--- src/sfc_pkg.sv ---
// Purpose: Shared constants and types for the serial flash command and status block
// Assumes: Core clock of 250 MHz; status byte layout fixed at 8 bits
// Notes:   Busy cycle counts follow the worst-case array times
package sfc_pkg;

   // Opcodes
   localparam logic [7:0] OP_LATCH_SET     = 8'h06;
   localparam logic [7:0] OP_LATCH_CLR     = 8'h04;
   localparam logic [7:0] OP_STAT_FETCH    = 8'h05;
   localparam logic [7:0] OP_STAT_STORE    = 8'h01;
   localparam logic [7:0] OP_ARR_READ      = 8'h03;
   localparam logic [7:0] OP_QUICK_FETCH   = 8'h0b;
   localparam logic [7:0] OP_PAGE_BURN     = 8'h02;
   localparam logic [7:0] OP_PAGE_CLEAR    = 8'h81;
   localparam logic [7:0] OP_HALF_CLEAR    = 8'hd8;
   localparam logic [7:0] OP_WHOLE_CLEAR   = 8'hc7;
   localparam logic [7:0] OP_LOCK_ENTRY    = 8'hb9;
   localparam logic [7:0] OP_LOCK_RELEASE  = 8'hab;

   // Status byte field positions
   localparam int ST_ARM_BIT  = 7;
   localparam int ST_BPHI_BIT = 3;
   localparam int ST_BPLO_BIT = 2;
   localparam int ST_WEL_BIT  = 1;
   localparam int ST_BUSY_BIT = 0;

   // Reset values
   localparam logic       ST_ARM_RST  = 1'b0;
   localparam logic [1:0] ST_BP_RST   = 2'b00;
   localparam logic       ST_WEL_RST  = 1'b0;
   localparam logic [3:0] PIN_RST     = 4'h9;   // Guard high, select high

   // Block protect levels
   localparam logic [1:0] BP_NONE    = 2'b00;
   localparam logic [1:0] BP_QUARTER = 2'b01;
   localparam logic [1:0] BP_HALF    = 2'b10;
   localparam logic [1:0] BP_ALL     = 2'b11;

   // Array cycle times and derived counts
   localparam int unsigned CLK_MHZ    = 250;
   localparam int unsigned T_PP_MS    = 10;
   localparam int unsigned T_PE_MS    = 6;
   localparam real         T_SE_S     = 0.4;
   localparam real         T_BE_S     = 0.8;
   localparam int unsigned T_STORE_US = 1;
   localparam int unsigned PP_CYC     = T_PP_MS * CLK_MHZ * 1000;
   localparam int unsigned PE_CYC     = T_PE_MS * CLK_MHZ * 1000;
   localparam int unsigned SE_CYC     = int'($rtoi(T_SE_S * CLK_MHZ * 1.0e6));
   localparam int unsigned BE_CYC     = int'($rtoi(T_BE_S * CLK_MHZ * 1.0e6));
   localparam int unsigned STORE_CYC  = T_STORE_US * CLK_MHZ;
   localparam int          BUSY_W     = 28;

   // Array operation kinds
   typedef enum logic [2:0] {
      OPK_BURN  = 3'b000,
      OPK_PAGE  = 3'b001,
      OPK_HALF  = 3'b010,
      OPK_WHOLE = 3'b011,
      OPK_STORE = 3'b100
   } sfc_opk_t;

   // Link states
   typedef enum logic [2:0] {
      ST_IDLE  = 3'b000,
      ST_OPC   = 3'b001,
      ST_ADDR  = 3'b010,
      ST_DATA  = 3'b011,
      ST_STAT  = 3'b100,
      ST_HOLDZ = 3'b101,
      ST_IGN   = 3'b110
   } sfc_state_t;

endpackage : sfc_pkg

--- src/sfc_pin_if.sv ---
// Purpose: Carries synchronised link levels and edges from the pin stage to the core
// Assumes: All signals are on mclk
// Notes:   Edge strobes are one mclk cycle wide
`timescale 1ns/100ps
interface sfc_pin_if;
   logic sel;
   logic sel_fall;
   logic sel_rise;
   logic sck_rise;
   logic sck_fall;
   logic si;
   logic guard_n;

   modport front (output sel, sel_fall, sel_rise, sck_rise, sck_fall, si, guard_n);
   modport core  (input  sel, sel_fall, sel_rise, sck_rise, sck_fall, si, guard_n);
endinterface : sfc_pin_if

--- src/sfc_pins.sv ---
// Purpose: Two-stage synchronisers and edge finders for the serial link pins
// Assumes: Link clock slow against mclk (several mclk per half period)
// Notes:   All four pins share the same delay so their relation is kept
`timescale 1ns/100ps
module sfc_pins (
   input  wire logic   mclk,
   input  wire logic   rst,
   input  wire logic   select_n,
   input  wire logic   sck,
   input  wire logic   si,
   input  wire logic   guard_pin_n,
   sfc_pin_if.front    pin
);
   logic [3:0] raw_w;
   logic [3:0] sync_w;
   logic       sck_d_r;
   logic       seln_d_r;

   assign raw_w = {guard_pin_n, si, sck, select_n};

   // Two flip-flops per pin
   genvar g;
   generate
      for (g = 0; g < 4; g++) begin : g_sync
         logic meta_r;
         logic stab_r;
         always_ff @(posedge mclk) begin
            if (rst) begin
               meta_r <= sfc_pkg::PIN_RST[g];
               stab_r <= sfc_pkg::PIN_RST[g];
            end else begin
               meta_r <= raw_w[g];
               stab_r <= meta_r;
            end
         end
         assign sync_w[g] = stab_r;
      end
   endgenerate

   // Delayed copies for edge finding
   always_ff @(posedge mclk) begin
      if (rst) begin
         sck_d_r  <= 1'b0;
         seln_d_r <= 1'b1;
      end else begin
         sck_d_r  <= sync_w[1];
         seln_d_r <= sync_w[0];
      end
   end

   // Levels and edges toward the core
   assign pin.sel      = ~sync_w[0];
   assign pin.sel_fall = seln_d_r & ~sync_w[0];
   assign pin.sel_rise = ~seln_d_r & sync_w[0];
   assign pin.sck_rise = ~sck_d_r & sync_w[1];
   assign pin.sck_fall = sck_d_r & ~sync_w[1];
   assign pin.si       = sync_w[2];
   assign pin.guard_n  = sync_w[3];
endmodule : sfc_pins

--- src/sfc_flash_cmd.sv ---
// Purpose: Opcode decoder, status byte and write protection of a serial flash
// Assumes: Link pins asynchronous to mclk; array engine sits outside
// Notes:   Array read data and identification return are handled elsewhere
// Summary of operation
// - First byte after select goes to an 8-bit opcode register and is decoded.
// - Opcodes, addresses and data move most significant bit first.
// - Latch-set opcode sets the write latch; latch-clear opcode clears it.
// - Status-fetch opcode reads the status byte; status-store opcode writes it.
// - 03 is array read, 0b fast read, 02 page program.
// - 81 page erase, d8 sector erase, c7 whole array erase.
// - b9 enters lock mode; ab releases it, optionally with three dummy bytes.
// - Status holds arm bit7, protect bits 3 and 2, latch bit1, busy bit0.
// - Busy reads 1 during program or erase, never written by software.
// - Latch bit shows the write enable latch.
// - During an internal write cycle busy and latch both read 1.
// - After status-fetch, input ignored and status shifted out bit 7 first.
// - Write latch is clear after power-up.
// - With the latch clear, array and status writes are refused.
// - Latch-clear works regardless of guard pin; only latch-set re-enables.
// - Output stays high impedance during latch-set and latch-clear.
// - Protect bits guard nothing, top quarter, top half or the whole array.
// - Program or erase targeting a guarded segment leaves the array untouched.
// - Guard pin low with arm bit set blocks status writes.
// - Status-store accepted only with latch set and guard high or arm clear.
// - Arm bit cannot clear while guard pin is low.
// - Status write is opcode then one byte setting arm and protect bits.
// - Unknown opcode: ignore input, output high impedance until next select.
// - While busy, every opcode except status-fetch is ignored.
// - Write latch clears itself when the internal write cycle ends.
// - Sample input on rising clock, drive output after falling, only selected.
`timescale 1ns/100ps
module sfc_flash_cmd #(
   parameter int unsigned PP_CYCLES    = sfc_pkg::PP_CYC,
   parameter int unsigned PE_CYCLES    = sfc_pkg::PE_CYC,
   parameter int unsigned SE_CYCLES    = sfc_pkg::SE_CYC,
   parameter int unsigned BE_CYCLES    = sfc_pkg::BE_CYC,
   parameter int unsigned STORE_CYCLES = sfc_pkg::STORE_CYC
) (
   input  wire logic        mclk,
   input  wire logic        rst,
   input  wire logic        select_n,
   input  wire logic        sck,
   input  wire logic        si,
   input  wire logic        guard_pin_n,
   output logic             so,
   output logic             so_oe,
   output logic             op_start,
   output logic [2:0]       op_kind,
   output logic [15:0]      op_addr,
   output logic [7:0]       prog_data,
   output logic             prog_vld,
   output logic [7:0]       status_byte
);
   sfc_pin_if pin ();

   sfc_pins u_pins (
      .mclk        (mclk),
      .rst         (rst),
      .select_n    (select_n),
      .sck         (sck),
      .si          (si),
      .guard_pin_n (guard_pin_n),
      .pin         (pin)
   );

   sfc_pkg::sfc_state_t           st_r;
   sfc_pkg::sfc_state_t           st_nxt;
   sfc_pkg::sfc_state_t           opc_nxt_w;
   logic [2:0]                    bcnt_r;
   logic [7:0]                    shift_r;
   logic [7:0]                    op_r;
   logic [1:0]                    acnt_r;
   logic [15:0]                   addr_r;
   logic [7:0]                    data_r;
   logic                          got_byte_r;
   logic                          extra_r;
   logic [7:0]                    out_shift_r;
   logic [2:0]                    ocnt_r;
   logic                          so_r;
   logic                          so_oe_r;
   logic                          wel_r;
   logic                          arm_r;
   logic [1:0]                    bp_r;
   logic                          busy_r;
   logic                          lock_r;
   logic [sfc_pkg::BUSY_W-1:0]    busy_cnt_r;
   logic [sfc_pkg::BUSY_W-1:0]    load_cnt_w;
   logic                          op_start_r;
   sfc_pkg::sfc_opk_t             op_kind_r;
   sfc_pkg::sfc_opk_t             kind_w;
   logic [15:0]                   op_addr_r;
   logic [7:0]                    prog_data_r;
   logic                          prog_vld_r;
   logic [7:0]                    byte_w;
   logic [7:0]                    stat_w;
   logic                          byte_done_w;
   logic                          exec_w;
   logic                          hold_ok_w;
   logic                          set_go_w;
   logic                          clr_go_w;
   logic                          lock_go_w;
   logic                          rel_go_w;
   logic                          guard_ok_w;
   logic                          store_go_w;
   logic                          arr_req_w;
   logic                          arr_go_w;
   logic                          prot_hit_w;
   logic                          done_w;
   logic                          start_w;

   // Opcode decode into the next link state
   function automatic sfc_pkg::sfc_state_t dec_op(input logic [7:0] op);
      unique case (op)
         sfc_pkg::OP_STAT_FETCH:  dec_op = sfc_pkg::ST_STAT;
         sfc_pkg::OP_STAT_STORE:  dec_op = sfc_pkg::ST_DATA;
         sfc_pkg::OP_ARR_READ,
         sfc_pkg::OP_QUICK_FETCH,
         sfc_pkg::OP_PAGE_BURN,
         sfc_pkg::OP_PAGE_CLEAR,
         sfc_pkg::OP_HALF_CLEAR:  dec_op = sfc_pkg::ST_ADDR;
         sfc_pkg::OP_LATCH_SET,
         sfc_pkg::OP_LATCH_CLR,
         sfc_pkg::OP_WHOLE_CLEAR,
         sfc_pkg::OP_LOCK_ENTRY,
         sfc_pkg::OP_LOCK_RELEASE: dec_op = sfc_pkg::ST_HOLDZ;
         default:                 dec_op = sfc_pkg::ST_IGN;
      endcase
   endfunction : dec_op

   assign byte_w      = {shift_r[6:0], pin.si};
   assign byte_done_w = pin.sel & pin.sck_rise & (bcnt_r == 3'd7);

   assign opc_nxt_w = (busy_r && byte_w != sfc_pkg::OP_STAT_FETCH) ? sfc_pkg::ST_IGN :
                      (lock_r && byte_w != sfc_pkg::OP_LOCK_RELEASE) ? sfc_pkg::ST_IGN :
                      dec_op(byte_w);

   assign stat_w = {arm_r, 3'b000, bp_r, wel_r, busy_r};

   assign prot_hit_w = (op_r == sfc_pkg::OP_WHOLE_CLEAR) ? (bp_r != sfc_pkg::BP_NONE) :
                       (op_r == sfc_pkg::OP_HALF_CLEAR) ?
                          (bp_r == sfc_pkg::BP_ALL || (addr_r[15] && bp_r != sfc_pkg::BP_NONE)) :
                       (bp_r == sfc_pkg::BP_ALL) ||
                       (bp_r == sfc_pkg::BP_HALF && addr_r[15]) ||
                       (bp_r == sfc_pkg::BP_QUARTER && addr_r[15:14] == 2'b11);

   // Actions taken at deselect on a byte boundary
   assign exec_w    = pin.sel_rise & (bcnt_r == 3'd0);
   assign hold_ok_w = exec_w & (st_r == sfc_pkg::ST_HOLDZ) & ~extra_r;
   assign set_go_w  = hold_ok_w & (op_r == sfc_pkg::OP_LATCH_SET);
   assign clr_go_w  = hold_ok_w & (op_r == sfc_pkg::OP_LATCH_CLR);
   assign lock_go_w = hold_ok_w & (op_r == sfc_pkg::OP_LOCK_ENTRY);
   assign rel_go_w  = exec_w & (st_r == sfc_pkg::ST_HOLDZ) & (op_r == sfc_pkg::OP_LOCK_RELEASE);
   assign guard_ok_w = pin.guard_n | ~arm_r;
   assign store_go_w = exec_w & (st_r == sfc_pkg::ST_DATA) & (op_r == sfc_pkg::OP_STAT_STORE) &
                       got_byte_r & wel_r & guard_ok_w;
   assign arr_req_w  = exec_w & (((st_r == sfc_pkg::ST_DATA) && (op_r == sfc_pkg::OP_PAGE_BURN) && got_byte_r) ||
                       ((st_r == sfc_pkg::ST_HOLDZ) && !extra_r && (op_r == sfc_pkg::OP_PAGE_CLEAR ||
                        op_r == sfc_pkg::OP_HALF_CLEAR || op_r == sfc_pkg::OP_WHOLE_CLEAR)));
   assign arr_go_w   = arr_req_w & wel_r & ~prot_hit_w;
   assign start_w    = arr_go_w | store_go_w;
   assign done_w     = busy_r & (busy_cnt_r == 28'h0000001);

   // Operation kind and cycle length
   // store, program and erase kinds
   assign kind_w     = store_go_w ? sfc_pkg::OPK_STORE :
                       (op_r == sfc_pkg::OP_PAGE_BURN)  ? sfc_pkg::OPK_BURN :
                       (op_r == sfc_pkg::OP_PAGE_CLEAR) ? sfc_pkg::OPK_PAGE :
                       (op_r == sfc_pkg::OP_HALF_CLEAR) ? sfc_pkg::OPK_HALF : sfc_pkg::OPK_WHOLE;
   assign load_cnt_w = (kind_w == sfc_pkg::OPK_STORE) ? sfc_pkg::BUSY_W'(STORE_CYCLES) :
                       (kind_w == sfc_pkg::OPK_BURN)  ? sfc_pkg::BUSY_W'(PP_CYCLES) :
                       (kind_w == sfc_pkg::OPK_PAGE)  ? sfc_pkg::BUSY_W'(PE_CYCLES) :
                       (kind_w == sfc_pkg::OPK_HALF)  ? sfc_pkg::BUSY_W'(SE_CYCLES) :
                       sfc_pkg::BUSY_W'(BE_CYCLES);

   // Link state sequencing
   always_comb begin
      st_nxt = st_r;
      if (pin.sel_fall) begin
         st_nxt = sfc_pkg::ST_OPC;
      end else if (!pin.sel) begin
         st_nxt = sfc_pkg::ST_IDLE;
      end else if (byte_done_w) begin
         unique case (st_r)
            sfc_pkg::ST_OPC:   st_nxt = opc_nxt_w;
            sfc_pkg::ST_ADDR: begin
               if (acnt_r == 2'd2) begin
                  st_nxt = (op_r == sfc_pkg::OP_PAGE_BURN) ? sfc_pkg::ST_DATA : sfc_pkg::ST_HOLDZ;
               end
            end
            sfc_pkg::ST_IDLE, sfc_pkg::ST_DATA, sfc_pkg::ST_STAT,
            sfc_pkg::ST_HOLDZ, sfc_pkg::ST_IGN: st_nxt = st_r;
            default:           st_nxt = sfc_pkg::ST_IGN;
         endcase
      end
   end

   // Input shifting and byte counting
   always_ff @(posedge mclk) begin
      if (rst || pin.sel_fall) begin
         bcnt_r  <= 3'd0;
         shift_r <= 8'h00;
      end else if (pin.sel && pin.sck_rise) begin
         bcnt_r  <= bcnt_r + 3'd1;
         shift_r <= byte_w;
      end
   end

   // Link state, address byte count and data/extra byte flags
   always_ff @(posedge mclk) begin
      if (rst || pin.sel_fall) begin
         st_r       <= rst ? sfc_pkg::ST_IDLE : st_nxt;
         acnt_r     <= 2'd0;
         got_byte_r <= 1'b0;
         extra_r    <= 1'b0;
      end else begin
         st_r <= st_nxt;
         if (byte_done_w) begin
            unique case (st_r)
               sfc_pkg::ST_ADDR: acnt_r <= acnt_r + 2'd1;
               sfc_pkg::ST_DATA: got_byte_r <= 1'b1;
               sfc_pkg::ST_HOLDZ: extra_r <= 1'b1;
               default: acnt_r <= acnt_r;
            endcase
         end
      end
   end

   // Byte registers of the current command
   always_ff @(posedge mclk) begin
      if (rst) begin
         op_r   <= 8'h00;
         addr_r <= 16'h0000;
         data_r <= 8'h00;
      end else if (byte_done_w) begin
         if (st_r == sfc_pkg::ST_OPC) op_r <= byte_w;
         if (st_r == sfc_pkg::ST_ADDR) addr_r <= {addr_r[7:0], byte_w};
         if (st_r == sfc_pkg::ST_DATA && !got_byte_r) data_r <= byte_w;
      end
   end

   // status shift out after falling edges
   always_ff @(posedge mclk) begin
      if (rst) begin
         out_shift_r <= 8'h00;
         ocnt_r      <= 3'd0;
         so_r        <= 1'b0;
      end else if (byte_done_w && st_r == sfc_pkg::ST_OPC) begin
         out_shift_r <= stat_w;
         ocnt_r      <= 3'd0;
      end else if (pin.sel && pin.sck_fall && st_r == sfc_pkg::ST_STAT) begin
         so_r        <= out_shift_r[7];
         ocnt_r      <= ocnt_r + 3'd1;
         out_shift_r <= (ocnt_r == 3'd7) ? stat_w : {out_shift_r[6:0], 1'b0};
      end
   end

   // output enable only in status output
   always_ff @(posedge mclk) begin
      if (rst || st_nxt != sfc_pkg::ST_STAT) begin
         so_oe_r <= 1'b0;
      end else if (pin.sck_fall && st_r == sfc_pkg::ST_STAT) begin
         so_oe_r <= 1'b1;
      end
   end

   // latch, status bits, lock and busy updates
   always_ff @(posedge mclk) begin
      if (rst) begin
         wel_r <= sfc_pkg::ST_WEL_RST;
      end else if (clr_go_w || done_w) begin
         wel_r <= 1'b0;
      end else if (set_go_w) begin
         wel_r <= 1'b1;
      end
   end

   always_ff @(posedge mclk) begin
      if (rst) begin
         arm_r <= sfc_pkg::ST_ARM_RST;
         bp_r  <= sfc_pkg::ST_BP_RST;
      end else if (store_go_w) begin
         arm_r <= data_r[sfc_pkg::ST_ARM_BIT] | (arm_r & ~pin.guard_n);
         bp_r  <= data_r[sfc_pkg::ST_BPHI_BIT:sfc_pkg::ST_BPLO_BIT];
      end
   end

   always_ff @(posedge mclk) begin
      if (rst || rel_go_w) begin
         lock_r <= 1'b0;
      end else if (lock_go_w) begin
         lock_r <= 1'b1;
      end
   end

   always_ff @(posedge mclk) begin
      if (rst) begin
         busy_r     <= 1'b0;
         busy_cnt_r <= '0;
      end else if (start_w) begin
         busy_r     <= 1'b1;
         busy_cnt_r <= load_cnt_w;
      end else if (busy_r) begin
         busy_r     <= ~done_w;
         busy_cnt_r <= busy_cnt_r - 28'h0000001;
      end
   end

   always_ff @(posedge mclk) begin
      if (rst) begin
         op_start_r <= 1'b0;
         op_kind_r  <= sfc_pkg::OPK_BURN;
         op_addr_r  <= 16'h0000;
      end else begin
         op_start_r <= start_w;
         if (start_w) begin
            op_kind_r <= kind_w;
            op_addr_r <= addr_r;
         end
      end
   end

   // Program data bytes toward the page buffer
   always_ff @(posedge mclk) begin
      if (rst) begin
         prog_data_r <= 8'h00;
         prog_vld_r  <= 1'b0;
      end else begin
         prog_vld_r <= byte_done_w & (st_r == sfc_pkg::ST_DATA) & (op_r == sfc_pkg::OP_PAGE_BURN) &
                       wel_r & ~prot_hit_w;
         if (byte_done_w) prog_data_r <= byte_w;
      end
   end

   // Output pins
   assign so          = so_r;
   assign so_oe       = so_oe_r;
   assign op_start    = op_start_r;
   assign op_kind     = op_kind_r;
   assign op_addr     = op_addr_r;
   assign prog_data   = prog_data_r;
   assign prog_vld    = prog_vld_r;
   assign status_byte = stat_w;

   // Checks
   a_stat_zero_bits: assert property (@(posedge mclk) disable iff (rst)
      stat_w[6:4] == 3'b000) else $error("status bits 6..4 not zero");
   a_busy_wel_set: assert property (@(posedge mclk) disable iff (rst)
      busy_r |-> wel_r) else $error("busy without write latch");
   a_done_wel_clear: assert property (@(posedge mclk) disable iff (rst)
      $fell(busy_r) |-> !wel_r) else $error("latch not cleared at cycle end");
   a_arm_locked: assert property (@(posedge mclk) disable iff (rst)
      arm_r && !pin.guard_n |=> arm_r) else $error("arm cleared while guard low");
   a_store_guard: assert property (@(posedge mclk) disable iff (rst)
      $changed(bp_r) |-> $past(wel_r) && $past(guard_ok_w)) else $error("status written unguarded");
   a_busy_ignore: assert property (@(posedge mclk) disable iff (rst)
      byte_done_w && st_r == sfc_pkg::ST_OPC && busy_r && byte_w != sfc_pkg::OP_STAT_FETCH
      |=> st_r == sfc_pkg::ST_IGN) else $error("opcode accepted while busy");
   a_hiz_states: assert property (@(posedge mclk) disable iff (rst)
      st_r inside {sfc_pkg::ST_IDLE, sfc_pkg::ST_IGN, sfc_pkg::ST_HOLDZ} |-> !so_oe_r)
      else $error("output driven outside status read");
   a_prot_block: assert property (@(posedge mclk) disable iff (rst)
      arr_req_w && prot_hit_w |=> !op_start_r ##1 !op_start_r) else $error("protected target launched");
   a_wel_refuse: assert property (@(posedge mclk) disable iff (rst)
      arr_req_w && !wel_r && !busy_r |=> !busy_r) else $error("write accepted without latch");
   a_start_busy: assert property (@(posedge mclk) disable iff (rst)
      arr_go_w |=> busy_r && op_start_r) else $error("busy not raised on launch");
   a_wel_set: assert property (@(posedge mclk) disable iff (rst)
      set_go_w |=> wel_r) else $error("latch not set");
   a_fetch_load: assert property (@(posedge mclk) disable iff (rst)
      byte_done_w && st_r == sfc_pkg::ST_OPC && byte_w == sfc_pkg::OP_STAT_FETCH
      |=> out_shift_r == $past(stat_w)) else $error("status not loaded for fetch");
endmodule : sfc_flash_cmd

--- config.mk ---
export PLATFORM = sky130hd
export DESIGN_NAME = sfc_flash_cmd
export DESIGN_NICKNAME = d
export VERILOG_FILES = /design/src/sfc_pkg.sv /design/src/sfc_pin_if.sv /design/src/sfc_pins.sv /design/src/sfc_flash_cmd.sv
export SDC_FILE = /design/constraint.sdc
export NUM_CORES = 1
export LEC_CHECK = 0
export BUFFER_PORTS_ARGS = -buffer_cell sky130_fd_sc_hd__buf_2
export CAP_MARGIN = 20
export CORE_MARGIN = 2
export CORE_UTILIZATION = 56
export CTS_CLUSTER_DIAMETER = 50
export DETAILED_ROUTE_END_ITERATION = 6
export PLACE_DENSITY = 0.86
export SLEW_MARGIN = 25
export SYNTH_ARGS = -nofsm -noshare
export SYNTH_HDL_FRONTEND = slang
export SYNTH_HIERARCHICAL = 1
export SYNTH_SLANG_ARGS = --single-unit
export TNS_END_PERCENT = 100
--- constraint.sdc ---
create_clock -name mclk -period 2.91 [get_ports mclk]
set_input_delay 0.582 -clock mclk [delete_from_list [all_inputs] [get_ports mclk]]
set_output_delay 0.582 -clock mclk [all_outputs]
set_load 0.02 [all_outputs]
==> impl_metrics.ini <==
[setup_path]
crit_family = simple AND/OR/NAND/NOR gates
crit_path_max_incr_delay_ns = 0.47
crit_start = op_r[6]
critPathRequiredTime_ns = 3.35
critPathArrivalTime_ns = 3.13
worst-path-max-fanout = 16
critical_path_class = reg -> reg
crit_chain = nor3_1, nand3b_1, nor2b_1, o22ai_4, nand2_1, buf_4, nand2_1, a21oi_1
end_kind = flip-flop
crit_top_cell = nand2_1
start_kind = flip-flop
path_buf_inv = 1
rr_startpoint = op_r[6]
crit_slowest_cell = nand2_1

[synth]
yosysSeqAreaShare_pct = 44.26
synthTopCellsByArea = dfxtp_1 (44%), nand2_1 (8.4%), a21oi_1 (6.2%), nor2_1 (4.5%), mux2i_1 (3.1%)
synthCells = 712
synth_common_cells = nand2_1 (132), dfxtp_1 (130), a21oi_1 (73)
yosysWarnings = 6
ys.flop_type = dfxtp_1
yosysMostFrequentCell = nand2_1
synthDistinctLibCells = 73
synth_seq_cells = 130
async_flop_share_pct = 0
avgSynthCellArea_um2 = 8.258
synth_area_leader_cell = dfxtp_1
syn_area_mm2 = 0.005879
synth_top_area_share_pct = 44.26
synth-edff-count = 0

[finish]
antennaDiodeCount = 0
areaGrowthSynthToFinish_pct = 15.17
nets = 749
drive_gt1_share_pct = 13.37
stdcell_area_mm2 = 0.006771

[clock_tree]
cts.clk_slew.worst_paths_ns = 0.06
htree_levels = 4
cts_sinks = 130
cts_setup_buffers = 0
cts_buffers = 17
hold_buffers = 0
cts_tree = done
cts_resized = 0
root_buffer = clkbuf_8
cts_max_path_buffers = 2
clk_latency_ns = 0.53

[grt]
overflow = 0
grt_start_max_net_pins = 54
grt_pass1_wl_um = 24580
antenna_found_initial = 0
track_usage_pct = 27.14
grt_pass1_vias = 5278

[placement]
gp_congestion = 0.9264
hpwl_um = 9895
place.port_buffers = 41
placedInstanceArea_mm2 = 0.006100

[drt]
vias = 5290
wl_per_cell_um = 17.01
drc_errors = 0
drtAntennaViolNets = 0
first_pass_iters = 5
wirelength_um = 15040
avgViaCountPerCell = 5.984
initialDrtViolationCount = 572

[sta]
clock_skew_ns = 0.007999
period_needed_ns = 2.690
holdWs_ns = 0.2387
period_share_pct = 92.45
slew_viol_final = 0
tightest_slew_ns = 0.6510
rsz0062_at_grt = false
tns_ns = 0
slew_headroom_pct = 56.44
hold_viol_final = 0
setup_viol = 0
fmax_mhz = 371.7

[pwr]
power.total_mw = 4.261
vdd_ir_drop_max_mv = 0.5139
leakagePower_nw = 2.594
powerDensity_mw_per_mm2 = 629.2

[die]
die-area_mm2 = 0.01133
core_mm2 = 0.01028
rows = 37
die_x_um = 106.5
start_util_pct = 57.21
ios = 45
die_h_um = 106.5

[min_path]
min_path_type = in -> reg
min_from = select_n

[job]
cap_viol_max_count = 0

[status]
outcome = finished clean
[metal layers]
metal | track usage, % | wire [um] | share of wire (%) | vias to the layer above
met3 | 7.174 | 968 | 6.4 | 45
met2 | 46.38 | 7587 | 50 | 207
met4 | 12.52 | 448 | 3.0 | 0
met1 | 31.77 | 6035 | 40 | 2504
met5 | 0 | 0 | 0 | -
li1 | - | - | - | 2534
[cell families after synthesis]
logic type	Yosys count	synth area share, %
XOR/XNOR	11	1.639
buffers and inverters	67	5.192
adder cells (fa/ha/maj)	8	1.703
AO/OA/AOI/OAI	150	16.96
AND/OR/NAND/NOR	327	27.11
other	1	0.06378
multiplexers	18	3.064
flip-flops	130	44.26
[registers in the layout, summed over array words and instances (netlist names), 2 cells and up]
name                  cells
busy_cnt_r               28
shift_r                   7
ocnt_r                    3
out_shift_r               8
data_r                    3
u_pins/g_sync.meta_r      4
acnt_r                    2
prog_data                 8
op_addr                  16
op_kind                   3
bp_r                      2
op_r                      8
u_pins/g_sync.stab_r      2
bcnt_r                    3
addr_r                   16
st_r                      3
[path summary, 6_finish.rpt]
| check | slack (ns) | cells after the start | to |
|---|---|---|---|
| min reg2reg | 0.43 | 1 | u_pins/g_sync[0].stab_r |
| max reg2reg | 0.22 | 8 | op_addr[0] |
| min | 0.24 | 2 | u_pins/g_sync[0].meta_r |
| max | 0.22 | 8 | op_addr[0] |
[power breakdown]
part           internal [mW]  switching [mW]  total, mW
logic                 0.0133          0.0439     0.0572
clock network           1.61           0.798       2.41
registers               1.79         0.00523       1.79
total                   3.41           0.847       4.26
[cell type report]
type	count	area (um^2)
clock inverters	12	226.5
inverters	18	67.56
repair buffers	51	280.3
multi-input cells	517	2979
well taps	136	170.2
clock buffers	20	445.4
flip-flops and latches	130	2603
fillers	821	3506
[per-stage QoR]
stage | std cells | setup WS, ns | utilization, %
floorplan | 714 | 0.8152 | -
global placement | 852 | 0.4069 | 59.35
detailed placement | 852 | 0.3274 | 59.35
CTS | 884 | 0.2724 | 65.89
global route | 884 | 0.08036 | 65.89
finish | 884 | 0.2196 | 65.89
[worst register-to-register path: stages, from the launching register on]
cell	delay, ns
dfxtp_1	0.39
nor3_1	0.39
nand3b_1	0.32
nor2b_1	0.29
o22ai_4	0.19
nand2_1	0.47
buf_4	0.29
nand2_1	0.07
a21oi_1	0.20
[layout by cell type (no fill, tap or decap), drive strengths merged, types with 3 or more instances in the layout]
cell / n
bufinv: 6
o21ai: 14
a211oi: 20
buf: 51
nor4b: 5
o21a: 3
mux2i: 18
dfxtp: 130
nor3b: 8
nor2b: 16
conb: 3
nor4: 6
and2: 5
nand3: 10
nor2: 70
or2: 9
a21oi: 73
and3: 4
nand2: 132
a31oi: 5
or3: 6
xnor2: 6
nand4: 9
nor3: 32
clkinv: 3
clkbuf: 20
inv: 19
ha: 8
a222oi: 4
a311oi: 7
or4: 3
nand3b: 3
xor2: 5
Power figures use the tool's default switching activity.
